**config.mk**
```make
export PLATFORM = sky130hd
export DESIGN_NAME = mpbrc_top
export DESIGN_NICKNAME = d
export VERILOG_FILES = /design/src/logic/mpbrc_pkg.sv /design/src/logic/mpbrc_arb_if.sv /design/src/logic/mpbrc_top.sv /design/src/logic/mpbrc_arb.sv
export VERILOG_INCLUDE_DIRS = /design/src /design/src/logic
export SDC_FILE = /design/constraint.sdc
export NUM_CORES = 1
export LEC_CHECK = 0
export ABC_AREA = 1
export BUFFER_PORTS_ARGS = -buffer_cell sky130_fd_sc_hd__buf_2
export CORE_ASPECT_RATIO = 0.9
export CORE_MARGIN = 2
export CORE_UTILIZATION = 53
export CTS_BUF_LIST = sky130_fd_sc_hd__clkbuf_4 sky130_fd_sc_hd__clkbuf_8 sky130_fd_sc_hd__clkbuf_16
export DETAILED_ROUTE_END_ITERATION = 7
export PLACE_DENSITY = 0.78
export SLEW_MARGIN = 25
export SYNTH_ARGS = -nofsm -noshare
export SYNTH_HDL_FRONTEND = slang
export SYNTH_SLANG_ARGS = --single-unit
export TNS_END_PERCENT = 100
```
**constraint.sdc**
```tcl
create_clock -name clk_sys_i -period 2.6 [get_ports clk_sys_i]
set_input_delay 0.26 -clock clk_sys_i [delete_from_list [all_inputs] [get_ports clk_sys_i]]
set_output_delay 0.26 -clock clk_sys_i [all_outputs]
set_load 0.02 [all_outputs]
```
**src/logic/mpbrc_defs.svh**
```systemverilog
// Constants of the bus-request and reset configuration block.
// Assumes inclusion by bare name from the package and the modules.
`ifndef MPBRC_DEFS_SVH
`define MPBRC_DEFS_SVH

// Wait after reset release, in input-clock cycles
`define MPBRC_PLL_LOCK_CYCLES   4096
`define MPBRC_LOCK_CNT_W        13

// Register byte offsets
`define MPBRC_OFS_CTRL          8'h00
`define MPBRC_OFS_STATUS        8'h04
`define MPBRC_OFS_VECTOR        8'h08

// Control register fields
`define MPBRC_CTRL_REQ_BIT      0

// Status register fields
`define MPBRC_ST_RUN_BIT        0
`define MPBRC_ST_GRANT_BIT      1
`define MPBRC_ST_PULLUP_BIT     2
`define MPBRC_ST_ROT_BIT        3
`define MPBRC_ST_ID_LSB         4
`define MPBRC_ST_BOOT_LSB       8
`define MPBRC_ST_REQS_LSB       12
`define MPBRC_ST_OWNER_LSB      16

// AXI responses
`define MPBRC_RESP_OKAY         2'h0
`define MPBRC_RESP_SLVERR       2'h2

// Pin synchroniser: reset value, bus-request lines idle high
`define MPBRC_SYNC_RST          10'h00F
`define MPBRC_SYNC_W            10

// Processor-number codes
`define MPBRC_ID_SINGLE         3'h0
`define MPBRC_ID_LAST           3'h4

`endif

```
**src/logic/mpbrc_pkg.sv**
```systemverilog
// Types shared by the bus-request and reset configuration block.
// Assumes nothing beyond the defines header.
package mpbrc_pkg;
  `include "mpbrc_defs.svh"

  // Reset sequencer states, one-hot
  typedef enum logic [1:0] {
    MPBRC_ST_LOCK = 2'h1,
    MPBRC_ST_RUN  = 2'h2
  } mpbrc_state_t;
endpackage

```
**src/logic/mpbrc_arb_if.sv**
```systemverilog
// Signals between the configuration top and its bus arbiter.
// Assumes both ends sit on the same clock.
interface mpbrc_arb_if;
  logic [3:0] req;      // Active-high requests, line 1 at bit 0
  logic       rotate;   // Rotating priority selected
  logic       enable;   // Arbitration running
  logic [3:0] owner;    // One-hot current bus owner

  modport arb (input req, rotate, enable, output owner);
  modport top (output req, rotate, enable, input owner);
endinterface

```
**src/logic/mpbrc_top.sv**
```systemverilog
// Reset sequencing, configuration pins and bus request of one processor.
// Assumes pins arrive asynchronously and an AXI4-Lite master on clk_sys_i.
module mpbrc_top
  import mpbrc_pkg::*;
#(
  parameter int          LOCK_CYCLES   = `MPBRC_PLL_LOCK_CYCLES,
  parameter logic [31:0] RESET_VECTOR  = 32'h0000_0000,
  parameter bit          MULTI_VARIANT = 1'b1
) (
  // Clock, reset, enable
  input  wire logic        clk_sys_i,
  input  wire logic        arst_n_i,
  input  wire logic        clk_en_i,
  // AXI4-Lite write
  input  wire logic [7:0]  s_axi_awaddr_i,
  input  wire logic        s_axi_awvalid_i,
  output logic             s_axi_awready_o,
  input  wire logic [31:0] s_axi_wdata_i,
  input  wire logic [3:0]  s_axi_wstrb_i,
  input  wire logic        s_axi_wvalid_i,
  output logic             s_axi_wready_o,
  output logic [1:0]       s_axi_bresp_o,
  output logic             s_axi_bvalid_o,
  input  wire logic        s_axi_bready_i,
  // AXI4-Lite read
  input  wire logic [7:0]  s_axi_araddr_i,
  input  wire logic        s_axi_arvalid_i,
  output logic             s_axi_arready_o,
  output logic [31:0]      s_axi_rdata_o,
  output logic [1:0]       s_axi_rresp_o,
  output logic             s_axi_rvalid_o,
  input  wire logic        s_axi_rready_i,
  // Configuration pins
  input  wire logic [1:0]  boot_cfg_i,
  input  wire logic [2:0]  processor_number_i,
  input  wire logic        rotating_priority_select_i,
  output logic             pullup_en_o,
  // Bus request lines, active low
  input  wire logic [3:0]  bus_request_lines_i,
  output logic [3:0]       bus_request_lines_o,
  output logic [3:0]       bus_request_lines_oe_o,
  output logic             bus_grant_o,
  // Core reset and start
  output logic             core_reset_drive_o,
  output logic             core_start_o,
  output logic [31:0]      fetch_addr_o
);

  localparam logic [`MPBRC_LOCK_CNT_W-1:0] LOCK_LAST =
    `MPBRC_LOCK_CNT_W'(LOCK_CYCLES - 1);

  // Line select from processor number, none for reserved codes
  function automatic logic [3:0] own_line(input logic [2:0] num);
    if (num == `MPBRC_ID_SINGLE) begin
      own_line = 4'h1;
    end else if (num <= `MPBRC_ID_LAST) begin
      own_line = 4'h1 << (num - 3'h1);
    end else begin
      own_line = 4'h0;
    end
  endfunction

  mpbrc_arb_if arb_if ();

  ////////////////////////////////////////////////////////////////////////////
  // Pin synchroniser, change taken when stages two and three agree
  logic [`MPBRC_SYNC_W-1:0] s1_reg, s2_reg, s3_reg, filt_reg, filt_next;

  always_comb begin
    filt_next = filt_reg;
    for (int i = 0; i < `MPBRC_SYNC_W; i++) begin
      if (s2_reg[i] == s3_reg[i]) begin
        filt_next[i] = s3_reg[i];
      end
    end
  end

  always_ff @(posedge clk_sys_i or negedge arst_n_i) begin
    if (!arst_n_i) begin
      s1_reg   <= `MPBRC_SYNC_RST;
      s2_reg   <= `MPBRC_SYNC_RST;
      s3_reg   <= `MPBRC_SYNC_RST;
      filt_reg <= `MPBRC_SYNC_RST;
    end else if (clk_en_i) begin
      s1_reg   <= {boot_cfg_i, processor_number_i,
                   rotating_priority_select_i, bus_request_lines_i};
      s2_reg   <= s1_reg;
      s3_reg   <= s2_reg;
      filt_reg <= filt_next;
    end
  end

  ////////////////////////////////////////////////////////////////////////////
  // Reset sequencer and strap capture
  mpbrc_state_t                  state_reg, state_next;
  logic [`MPBRC_LOCK_CNT_W-1:0]  cnt_reg, cnt_next;
  logic [2:0]                    id_reg, id_next;
  logic [1:0]                    boot_reg, boot_next;
  logic                          start_reg, start_next;
  logic                          run;

  assign run = (state_reg == MPBRC_ST_RUN);

  always_comb begin
    state_next = state_reg;
    cnt_next   = cnt_reg;
    id_next    = id_reg;
    boot_next  = boot_reg;
    start_next = 1'b0;
    case (state_reg)
      MPBRC_ST_LOCK: begin
        id_next   = filt_reg[7:5];
        boot_next = filt_reg[9:8];
        if (cnt_reg == LOCK_LAST) begin
          state_next = MPBRC_ST_RUN;
          start_next = 1'b1;
        end else begin
          cnt_next = cnt_reg + `MPBRC_LOCK_CNT_W'(1);
        end
      end
      MPBRC_ST_RUN: begin
        state_next = MPBRC_ST_RUN;
      end
      default: begin
        state_next = MPBRC_ST_LOCK;
      end
    endcase
  end

  always_ff @(posedge clk_sys_i or negedge arst_n_i) begin
    if (!arst_n_i) begin
      state_reg <= MPBRC_ST_LOCK;
      cnt_reg   <= '0;
      id_reg    <= 3'h0;
      boot_reg  <= 2'h0;
      start_reg <= 1'b0;
    end else if (clk_en_i) begin
      state_reg <= state_next;
      cnt_reg   <= cnt_next;
      id_reg    <= id_next;
      boot_reg  <= boot_next;
      start_reg <= start_next;
    end
  end

  ////////////////////////////////////////////////////////////////////////////
  // AXI4-Lite slave
  logic        aw_got_reg, aw_got_next, w_got_reg, w_got_next;
  logic [7:0]  awaddr_reg, awaddr_next;
  logic [31:0] wdata_reg, wdata_next;
  logic        wstrb0_reg, wstrb0_next;
  logic        bvalid_reg, bvalid_next, rvalid_reg, rvalid_next;
  logic [1:0]  bresp_reg, bresp_next, rresp_reg, rresp_next;
  logic [31:0] rdata_reg, rdata_next;
  logic        req_reg, req_next;
  logic [31:0] status;

  // Status word assembled from live block state
  always_comb begin
    status = 32'h0;
    status[`MPBRC_ST_RUN_BIT]    = run;
    status[`MPBRC_ST_GRANT_BIT]  = bus_grant_o;
    status[`MPBRC_ST_PULLUP_BIT] = pullup_en_o;
    status[`MPBRC_ST_ROT_BIT]    = filt_reg[4];
    status[`MPBRC_ST_ID_LSB  +: 3] = id_reg;
    status[`MPBRC_ST_BOOT_LSB +: 2] = boot_reg;
    status[`MPBRC_ST_REQS_LSB +: 4] = arb_if.req;
    status[`MPBRC_ST_OWNER_LSB +: 4] = arb_if.owner;
  end

  always_comb begin
    aw_got_next = aw_got_reg;
    w_got_next  = w_got_reg;
    awaddr_next = awaddr_reg;
    wdata_next  = wdata_reg;
    wstrb0_next = wstrb0_reg;
    bvalid_next = bvalid_reg;
    bresp_next  = bresp_reg;
    rvalid_next = rvalid_reg;
    rresp_next  = rresp_reg;
    rdata_next  = rdata_reg;
    req_next    = req_reg;
    if (s_axi_awvalid_i && s_axi_awready_o) begin
      aw_got_next = 1'b1;
      awaddr_next = s_axi_awaddr_i;
    end
    if (s_axi_wvalid_i && s_axi_wready_o) begin
      w_got_next  = 1'b1;
      wdata_next  = s_axi_wdata_i;
      wstrb0_next = s_axi_wstrb_i[0];
    end
    if (bvalid_reg && s_axi_bready_i) begin
      bvalid_next = 1'b0;
    end
    if (aw_got_reg && w_got_reg) begin
      aw_got_next = 1'b0;
      w_got_next  = 1'b0;
      bvalid_next = 1'b1;
      bresp_next  = `MPBRC_RESP_OKAY;
      if (awaddr_reg == `MPBRC_OFS_CTRL) begin
        if (wstrb0_reg) begin
          req_next = wdata_reg[`MPBRC_CTRL_REQ_BIT];
        end
      end else if (awaddr_reg == `MPBRC_OFS_STATUS ||
                   awaddr_reg == `MPBRC_OFS_VECTOR) begin
        bresp_next = `MPBRC_RESP_OKAY; // Read-only, write ignored
      end else begin
        bresp_next = `MPBRC_RESP_SLVERR;
      end
    end
    if (rvalid_reg && s_axi_rready_i) begin
      rvalid_next = 1'b0;
    end
    if (s_axi_arvalid_i && s_axi_arready_o) begin
      rvalid_next = 1'b1;
      rresp_next  = `MPBRC_RESP_OKAY;
      rdata_next  = 32'h0;
      if (s_axi_araddr_i == `MPBRC_OFS_CTRL) begin
        rdata_next[`MPBRC_CTRL_REQ_BIT] = req_reg;
      end else if (s_axi_araddr_i == `MPBRC_OFS_STATUS) begin
        rdata_next = status;
      end else if (s_axi_araddr_i == `MPBRC_OFS_VECTOR) begin
        rdata_next = RESET_VECTOR;
      end else begin
        rresp_next = `MPBRC_RESP_SLVERR;
      end
    end
  end

  always_ff @(posedge clk_sys_i or negedge arst_n_i) begin
    if (!arst_n_i) begin
      aw_got_reg      <= 1'b0;
      w_got_reg       <= 1'b0;
      awaddr_reg      <= 8'h00;
      wdata_reg       <= 32'h0;
      wstrb0_reg      <= 1'b0;
      bvalid_reg      <= 1'b0;
      bresp_reg       <= `MPBRC_RESP_OKAY;
      rvalid_reg      <= 1'b0;
      rresp_reg       <= `MPBRC_RESP_OKAY;
      rdata_reg       <= 32'h0;
      req_reg         <= 1'b0;
      s_axi_awready_o <= 1'b0;
      s_axi_wready_o  <= 1'b0;
      s_axi_arready_o <= 1'b0;
    end else if (clk_en_i) begin
      aw_got_reg      <= aw_got_next;
      w_got_reg       <= w_got_next;
      awaddr_reg      <= awaddr_next;
      wdata_reg       <= wdata_next;
      wstrb0_reg      <= wstrb0_next;
      bvalid_reg      <= bvalid_next;
      bresp_reg       <= bresp_next;
      rvalid_reg      <= rvalid_next;
      rresp_reg       <= rresp_next;
      rdata_reg       <= rdata_next;
      req_reg         <= req_next;
      s_axi_awready_o <= !aw_got_next && !bvalid_next;
      s_axi_wready_o  <= !w_got_next && !bvalid_next;
      s_axi_arready_o <= !rvalid_next;
    end
  end

  assign s_axi_bvalid_o = bvalid_reg;
  assign s_axi_bresp_o  = bresp_reg;
  assign s_axi_rvalid_o = rvalid_reg;
  assign s_axi_rresp_o  = rresp_reg;
  assign s_axi_rdata_o  = rdata_reg;

  ////////////////////////////////////////////////////////////////////////////
  // Bus request lines and arbitration
  logic [3:0] own;
  logic       own_req;

  assign own     = own_line(id_reg);
  assign own_req = req_reg && run && (own != 4'h0);

  // Others' lines monitored, own line from internal request
  assign arb_if.req    = (~filt_reg[3:0] & ~own) |
                         (own & {4{own_req}});
  assign arb_if.rotate = filt_reg[4];
  assign arb_if.enable = run;

  mpbrc_arb u_arb (
    .clk_sys_i (clk_sys_i),
    .arst_n_i  (arst_n_i),
    .clk_en_i  (clk_en_i),
    .arb       (arb_if.arb)
  );

  // Registered pin outputs
  always_ff @(posedge clk_sys_i or negedge arst_n_i) begin
    if (!arst_n_i) begin
      bus_request_lines_o    <= 4'hF;
      bus_request_lines_oe_o <= 4'h0;
      bus_grant_o            <= 1'b0;
      pullup_en_o            <= 1'b1;
      core_reset_drive_o     <= 1'b0;
      core_start_o           <= 1'b0;
      fetch_addr_o           <= 32'h0;
    end else if (clk_en_i) begin
      bus_request_lines_o    <= ~(own & {4{own_req}});
      bus_request_lines_oe_o <= own & {4{run}};
      bus_grant_o            <= |(arb_if.owner & own);
      pullup_en_o            <= !MULTI_VARIANT ||
                                (id_reg[2:1] == 2'h0);
      core_reset_drive_o     <= run || start_next;
      core_start_o           <= start_next;
      fetch_addr_o           <= RESET_VECTOR;
    end
  end

endmodule // mpbrc_top

```
**src/logic/mpbrc_arb.sv**
```systemverilog
// Bus-ownership arbiter over four request lines.
// Assumes requests are already synchronised to clk_sys_i.
module mpbrc_arb
  import mpbrc_pkg::*;
(
  // Clock and reset
  input  wire logic clk_sys_i,
  input  wire logic arst_n_i,
  input  wire logic clk_en_i,
  // Arbiter link
  mpbrc_arb_if.arb  arb
);

  logic [3:0] owner_reg, owner_next;
  logic [1:0] ptr_reg, ptr_next;

  ////////////////////////////////////////////////////////////////////////////
  // Keep owner while it requests, else pick the next one
  always_comb begin
    logic [1:0] base;
    logic [1:0] idx;
    logic       found;
    base       = 2'h0;
    idx        = 2'h0;
    found      = 1'b0;
    owner_next = owner_reg;
    ptr_next   = ptr_reg;
    if (!arb.enable) begin
      owner_next = 4'h0;
    end else if ((owner_reg & arb.req) == 4'h0) begin
      owner_next = 4'h0;
      base = arb.rotate ? ptr_reg + 2'h1 : 2'h0;
      for (int i = 0; i < 4; i++) begin
        idx = base + i[1:0];
        if (!found && arb.req[idx]) begin
          found      = 1'b1;
          owner_next = 4'h1 << idx;
          ptr_next   = idx;
        end
      end
    end
  end

  // Owner and rotation pointer registers
  always_ff @(posedge clk_sys_i or negedge arst_n_i) begin
    if (!arst_n_i) begin
      owner_reg <= 4'h0;
      ptr_reg   <= 2'h3;
    end else if (clk_en_i) begin
      owner_reg <= owner_next;
      ptr_reg   <= ptr_next;
    end
  end

  assign arb.owner = owner_reg;

endmodule // mpbrc_arb

```
Word-level counts from Yosys, hierarchy flattened

Cells that the tools add are included.

Add/subtract/negate cells: 6
Magnitude comparators: 5
Equality and inequality tests: 19
Shift-type cells: 5
Mux-type cells: 50
Bitwise logic cells: 10
Reduce and logical (&&, ||, !) cells: 50

Operators by type and width:

| cell                                                        | number |
|---|---|
| AND reduction 2 bit                                         | 17 |
| two-way mux 4 bit                                           | 8 |
| two-way mux 31 bit                                          | 1 |
| two-way mux 1 bit                                           | 24 |
| two-way mux 2 bit                                           | 11 |
| bitwise AND 4 bit                                           | 5 |
| two-way mux 20 bit                                          | 1 |
| == test 8 x 3 -> 1 bit (second input constant)              | 2 |
| == test 8 x 4 -> 1 bit (second input constant)              | 2 |
| logical NOT 8 bit                                           | 2 |
| left shift 1 x 2 -> 4 bit (first input constant)            | 4 |
| adder 13 x 1 -> 13 bit (second input constant)              | 1 |
| == test 13 x 12 -> 1 bit (second input constant)            | 1 |
| logical AND 1 bit                                           | 13 |
| less-than comparator 2 x 3 -> 1 bit (second input constant) | 4 |
| inverter 4 bit                                              | 3 |
| == test 1 bit                                               | 10 |
| binary-select mux 1 bit (select 2 bit)                      | 4 |
| AND reduction 4 bit                                         | 2 |
| nonzero test 4 bit                                          | 2 |
| logical NOT 1 bit                                           | 7 |
| adder 2 x 1 -> 2 bit (second input constant)                | 2 |
| adder 2 bit (second input constant)                         | 2 |
| logical NOT 4 bit                                           | 1 |
| other kinds (15)                                            | 16 |

Flip-flop bits (word level): 132
Input bits: 70
Output and inout bits: 85
Logic and storage cells: 184

Depth between registers and ports, before layout

Word-level depth: 28
Gate-level depth with buffers: 16
Gate-level depth less buffers: 16

Modules after synthesis

Synthesis repeated with hierarchy kept, for this count alone.

Cell total of the unflattened synthesis: 754
Area total of the unflattened synthesis: 6058.3 um2

By module, submodules not included:

| module    | times used | cells each | area each (um2) | sequential area each (um2) |
|---|---|---|---|---|
| mpbrc_top | 1          | 618        | 5215.0          | 2755.1 |
| mpbrc_arb | 1          | 136        | 843.3           | 152.6 |

Worst setup path before layout

OpenSTA, ideal clock, no wires.

Kind: flip-flop to flip-flop
Start: reg state_reg[0]
End: reg u_arb.owner_reg[0] (netlist: u_arb.arb.owner[0])
Setup time: 116 ps
Data arrival time: 1834 ps
Data required time: 2484 ps
Slack: 650 ps
Stages on the path, launching flop included: 16
Buffers on the path: 1
Clock period less this slack: 1950 ps
Cell sequence: dfstp_2 > inv_1 > ha_1 > nand2_2 > inv_1 > nand2_1 > nand3_1 > nand3_2 > nand2_4 > nor2_4 > buf_6 > nand4_1 > nand2_1 > inv_1 > nand2_1 > nand2_1

Longest elaborated chain between the ends: 25
Elaborated cells between the ends (all ways): 38
Those cells by class: 2 x eq/ne; 23 x mux; 3 x bitwise; 10 x reduce/logical

RTL lines:

| element                                 | line             | text |
|---|---|---|
| start, declared                         | mpbrc_top.sv:95  | `mpbrc_state_t state_reg, state_next;` |
| start signal, assigned                  | mpbrc_top.sv:138 | `state_reg <= state_next;` |
| == test 2 bit *                         | mpbrc_top.sv:102 | `assign run = (state_reg == MPBRC_ST_RUN);` |
| logical AND 1 bit (2 in a row)          | mpbrc_top.sv:276 | `assign own_req = req_reg && run && (own != 4'h0);` |
| bitwise AND 4 bit                       | mpbrc_top.sv:280 | `(own & {4{own_req}});` |
| bitwise OR 4 bit                        | mpbrc_top.sv:279 | `assign arb_if.req = (~filt_reg[3:0] & ~own) \|` |
| binary-select mux 1 bit (select 2 bit)  | mpbrc_arb.sv:35  | `if (!found && arb.req[idx]) begin` |
| two-way mux 1 bit (implied by the code) | mpbrc_arb.sv:35  |  |
| two-way mux 1 bit                       | mpbrc_arb.sv:35  |  |
| two-way mux 1 bit                       | mpbrc_arb.sv:30  | `end else if ((owner_reg & arb.req) == 4'h0) begin` |
| (+8 left out)                           | -                |  |
| two-way mux 1 bit                       | mpbrc_arb.sv:35  |  |
| two-way mux 1 bit                       | mpbrc_arb.sv:30  |  |
| two-way mux 1 bit                       | mpbrc_arb.sv:28  | `if (!arb.enable) begin` |
| logical NOT 1 bit                       | mpbrc_arb.sv:35  |  |
| logical AND 1 bit                       | mpbrc_arb.sv:35  |  |
| two-way mux 4 bit                       | mpbrc_arb.sv:35  |  |
| two-way mux 4 bit                       | mpbrc_arb.sv:30  |  |
| two-way mux 4 bit                       | mpbrc_arb.sv:28  |  |
| end signal, assigned                    | mpbrc_arb.sv:50  | `owner_reg <= owner_next;` |
| end, declared                           | mpbrc_arb.sv:14  | `logic [3:0] owner_reg, owner_next;` |

Every way passes the cells marked *; elsewhere a longest branch is shown, timed or not. The select of a mux whose other input is x is not followed.
A chain may end at the register's enable or synchronous reset.

Worst setup path in the final report

Start: reg state_reg[0]
End: reg u_arb.ptr_reg[0]

Longest elaborated chain between the ends: 24
Elaborated cells between the ends (all ways): 35
Those cells by class: 1 x eq/ne; 20 x mux; 3 x bitwise; 11 x reduce/logical

RTL lines:

| element                                 | line             | text |
|---|---|---|
| == test 2 bit *                         | mpbrc_top.sv:102 |  |
| logical AND 1 bit (2 in a row)          | mpbrc_top.sv:276 |  |
| bitwise AND 4 bit                       | mpbrc_top.sv:280 |  |
| bitwise OR 4 bit                        | mpbrc_top.sv:279 |  |
| binary-select mux 1 bit (select 2 bit)  | mpbrc_arb.sv:35  |  |
| two-way mux 1 bit (implied by the code) | mpbrc_arb.sv:35  |  |
| two-way mux 1 bit                       | mpbrc_arb.sv:35  |  |
| two-way mux 1 bit                       | mpbrc_arb.sv:30  |  |
| (+7 left out)                           | -                |  |
| logical AND 1 bit                       | mpbrc_arb.sv:35  |  |
| two-way mux 1 bit                       | mpbrc_arb.sv:35  |  |
| two-way mux 1 bit                       | mpbrc_arb.sv:30  |  |
| two-way mux 1 bit                       | mpbrc_arb.sv:28  |  |
| logical NOT 1 bit                       | mpbrc_arb.sv:35  |  |
| logical AND 1 bit                       | mpbrc_arb.sv:35  |  |
| nonzero test 4 bit (no line)            | -                |  |
| AND reduction 4 bit (no line)           | -                |  |
| end signal, assigned                    | mpbrc_arb.sv:51  | `ptr_reg <= ptr_next;` |
| end, declared                           | mpbrc_arb.sv:15  | `logic [1:0] ptr_reg, ptr_next;` |

Marks and branches as above.

==> key figures <==
Synth
  • Synth cell types: 37
  • Area of the mapped netlist: 0.005776 sq mm
  • Yosys reg bits: 115
  • Post-synth top area share: 39.43%
  • Number of flops mapped to enable cells by yosys: 0
  • Most common cell in the synthesized netlist: nand2_1
  • Gate Count Post-Synth: 672
  • Register area share after synthesis: 50.35%
  • Most instantiated cells after synthesis: nand2_1, dfrtp_1, nand3_1, inv_1, nor2_1
  • Mean post-synth cell area: 8.595 sq um
  • Synth area leaders: dfrtp_1, nand2_1, dfstp_2
  • Ys async rst share: 100.0%
  • Dominant synthesized flop cell: dfrtp_1
  • Largest area contributor in the netlist: dfrtp_1
  • Synth warn: 0

Global route
  • First-pass GRT wire length: 21.07 mm
  • Pin count of the biggest net entering global routing: 70
  • GRT Overall Usage: 23.13%
  • Initial antenna violation count: 0
  • Gr ovfl total: 0
  • Vias in the first global route: 4337

Clock tree
  • Setup Fix Bufs, Post-CTS: 0
  • H-tree levels: 4
  • Clk_lat worst skew: 0.41 ns
  • TritonCTS clock tree: done
  • Num CTS Buffers: 17
  • Clk root buf: clkbuf_16
  • Post-CTS sizing: 0
  • Clock buffer depth: 2
  • Clock transition at path regs: 0.05 ns
  • CTS Sinks: 115

Place
  • IO buf count: 71
  • DPL Wire Length: 8.744 mm
  • Placed Cells: 864
  • GPL Wtd Cong: 0.8252

Floorplan
  • Die width: 114.0 um
  • FP Rows: 36
  • Die ar.: 0.01175 sq mm
  • Die H: 103.0 um
  • I/O pins: 155
  • Initial cell density of the core: 53.87%
  • Core Box Area: 0.01072 sq mm

Setup path
  • Crit path DAT: 2.73 ns
  • Worst-path maximum fanout: 11
  • Crit path launch: state_reg[0]
  • Reg2reg start: state_reg[0]
  • Crit. End Element: flip-flop
  • WP data required: 2.94 ns
  • Crit path kind: reg -> reg
  • Startpoint types: flip-flop

Power
  • Combinational power share: 27.8%
  • Reg power frac: 36.1%
  • Peak supply drop: 0.0005521 V
  • Sw frac: 33.95%
  • Cell area power density: 1049 mW/mm^2
  • Net switching power: 2.406 mW
  • Static Leak: 3.483 nW
  • Pint: 4.681 mW
  • Clock power frac: 36.2%

Finish
  • Antenna Cells: 0
  • Fin cells: 897
  • Post-layout nets: 824
  • Area grow syn2layout: 16.98%
  • # fillers: 867
  • Area of the multi-input gates: 0.002376 sq mm
  • Layout cell share with drive strength beyond 1: 23.43%
  • Seq. cell area: 0.002908 sq mm
  • Max reg flops: 17

Timing
  • Post-route setup TNS: 0 ns
  • Slew HR: 36.43%
  • Hold_ws: 0.04658 ns
  • Period utilization: 91.87%
  • Max Fclk: 418.7 MHz
  • Clock skew: 0.006127 ns
  • Post-layout min period: 2.389 ns
  • RSZ-0062 raised after global routing: no
  • Fin. max-slew vios: 0
  • Final Hold Vio Count: 0
  • Slew at the pin with the worst max-slew slack: 0.9448 ns
  • Final Setup Violations: 0

Route
  • Initial DRT Pass Iterations: 5
  • Drt first-iter violations: 290
  • # DRC: 0
  • Total Wirelength: 12.40 mm
  • Routed len/inst: 13.83 um
  • Number of routed nets with antenna violations: 0
  • Vias per cell: 5.172
  • Total number of vias: 4639

Worst hold path
  • Min-delay worst type: in -> reg
  • Hold path start: bus_request_lines_i[3]

Run
  • Max Cap Viol: 0

Outcome
  • Outcome: complete, no violations
-- cells by family (layout without fill, tap and decap cells) --
group | Yosys count | count (layout) | synth area share (%)
xor gates and xnor gates | 11 | 11 | 1.668
adders and majority gates | 3 | 3 | 0.6500
DFF | 115 | 115 | 50.35
and+or+nand+nor | 333 | 333 | 25.67
other | 1 | 49 | 0.06493
muxes | 11 | 11 | 2.123
AOI/OAI and AO/OA | 73 | 73 | 7.842
buffers and inverters | 125 | 169 | 11.63
-- metrics by stage --
step	util [%]	worst slack, ns	instance area, sq um	total power, mW
global route	63.03	0.01972	6756	7.532
floorplan	-	0.6496	5956	4.051
CTS	63.03	0.2376	6756	7.133
global placement	56.78	0.2929	6087	4.440
finish	63.03	0.2114	6756	7.087
detailed placement	56.78	0.2551	6087	4.524
-- metal layers --
metal	part of all wire (%)	track usage, %	vias to the layer above	routed length (um)
li1	-	-	2258	-
met1	45	30.22	2179	5557
met2	47	37.59	182	5800
met3	6.9	6.290	20	861
met4	1.5	8.255	0	183
met5	0	0	-	0
-- path summary, 6_finish.rpt --
| path | to | slack (ns) | cells after the start |
|---|---|---|---|
| worst max-delay path | u_arb.ptr_reg[0] | 0.21 | 14 |
| worst min-delay path | s1_reg[3] | 0.05 | 3 |
| worst max register to register | u_arb.ptr_reg[0] | 0.21 | 14 |
| worst min register to register | s1_reg[0] | 0.46 | 2 |
| max in group asynchronous | pullup_en_o | 1.40 | 3 |
| min in group asynchronous | awaddr_reg[6] | 0.40 | 2 |
-- repair_timing --
action | 4_1_cts | 5_1_grt
endpoints found under the setup margin | 0 | 0
hold buffers | 1 | 0
hold endpoints to repair | 26 | 0
-- layout by cell type (no fill, tap or decap), drive strengths merged, types with 3 or more instances in the layout --
cell type / n
clkinv: 4
o21ai: 37
bufinv: 5
dfstp: 24
a32o: 5
buf: 77
nor2: 58
mux2: 10
a21oi: 7
nand2: 192
nand4: 8
xnor2: 5
a2bb2oi: 3
nor4: 3
conb: 49
o211ai: 6
clkbuf: 22
a31oi: 4
nand3: 66
nor3: 6
ha: 3
dfrtp: 91
inv: 59
xor2: 6
o31ai: 7
-- power by group through the flow --
stage	Sequential, mW	Combinational [mW]	Clock (mW)
4_1_cts	2.55	1.98	2.61
2_1_floorplan	2.57	1.48	0
6_report	2.56	1.97	2.56
5_1_grt	2.61	2.24	2.68
3_5_place_dp	2.57	1.95	0
3_3_place_gp	2.55	1.89	0
-- critical path, cell delays in order (launching register included) --
cell	delay, ns
dfstp_2	0.53
inv_1	0.06
ha_1	0.26
nand2_2	0.11
nand3_1	0.18
nand2_1	0.16
nand2_1	0.08
nand3_2	0.09
nand2_4	0.10
nor2_4	0.25
nand3_1	0.22
nand2_1	0.12
nand2_1	0.07
nand2_1	0.05
nand2_1	0.04
-- layout make-up --
type                            instances  share of cell area (%)
Clock buffer                           22                   7.130
Clock inverter                         10                   2.630
Inverter                               59                   3.278
Multi-Input combinational cell        480                   35.17
Sequential cell                       115                   43.04
Tap cell                              133                   2.463
Timing Repair Buffer                   78                   6.296
Power figures use the tool's default switching activity.
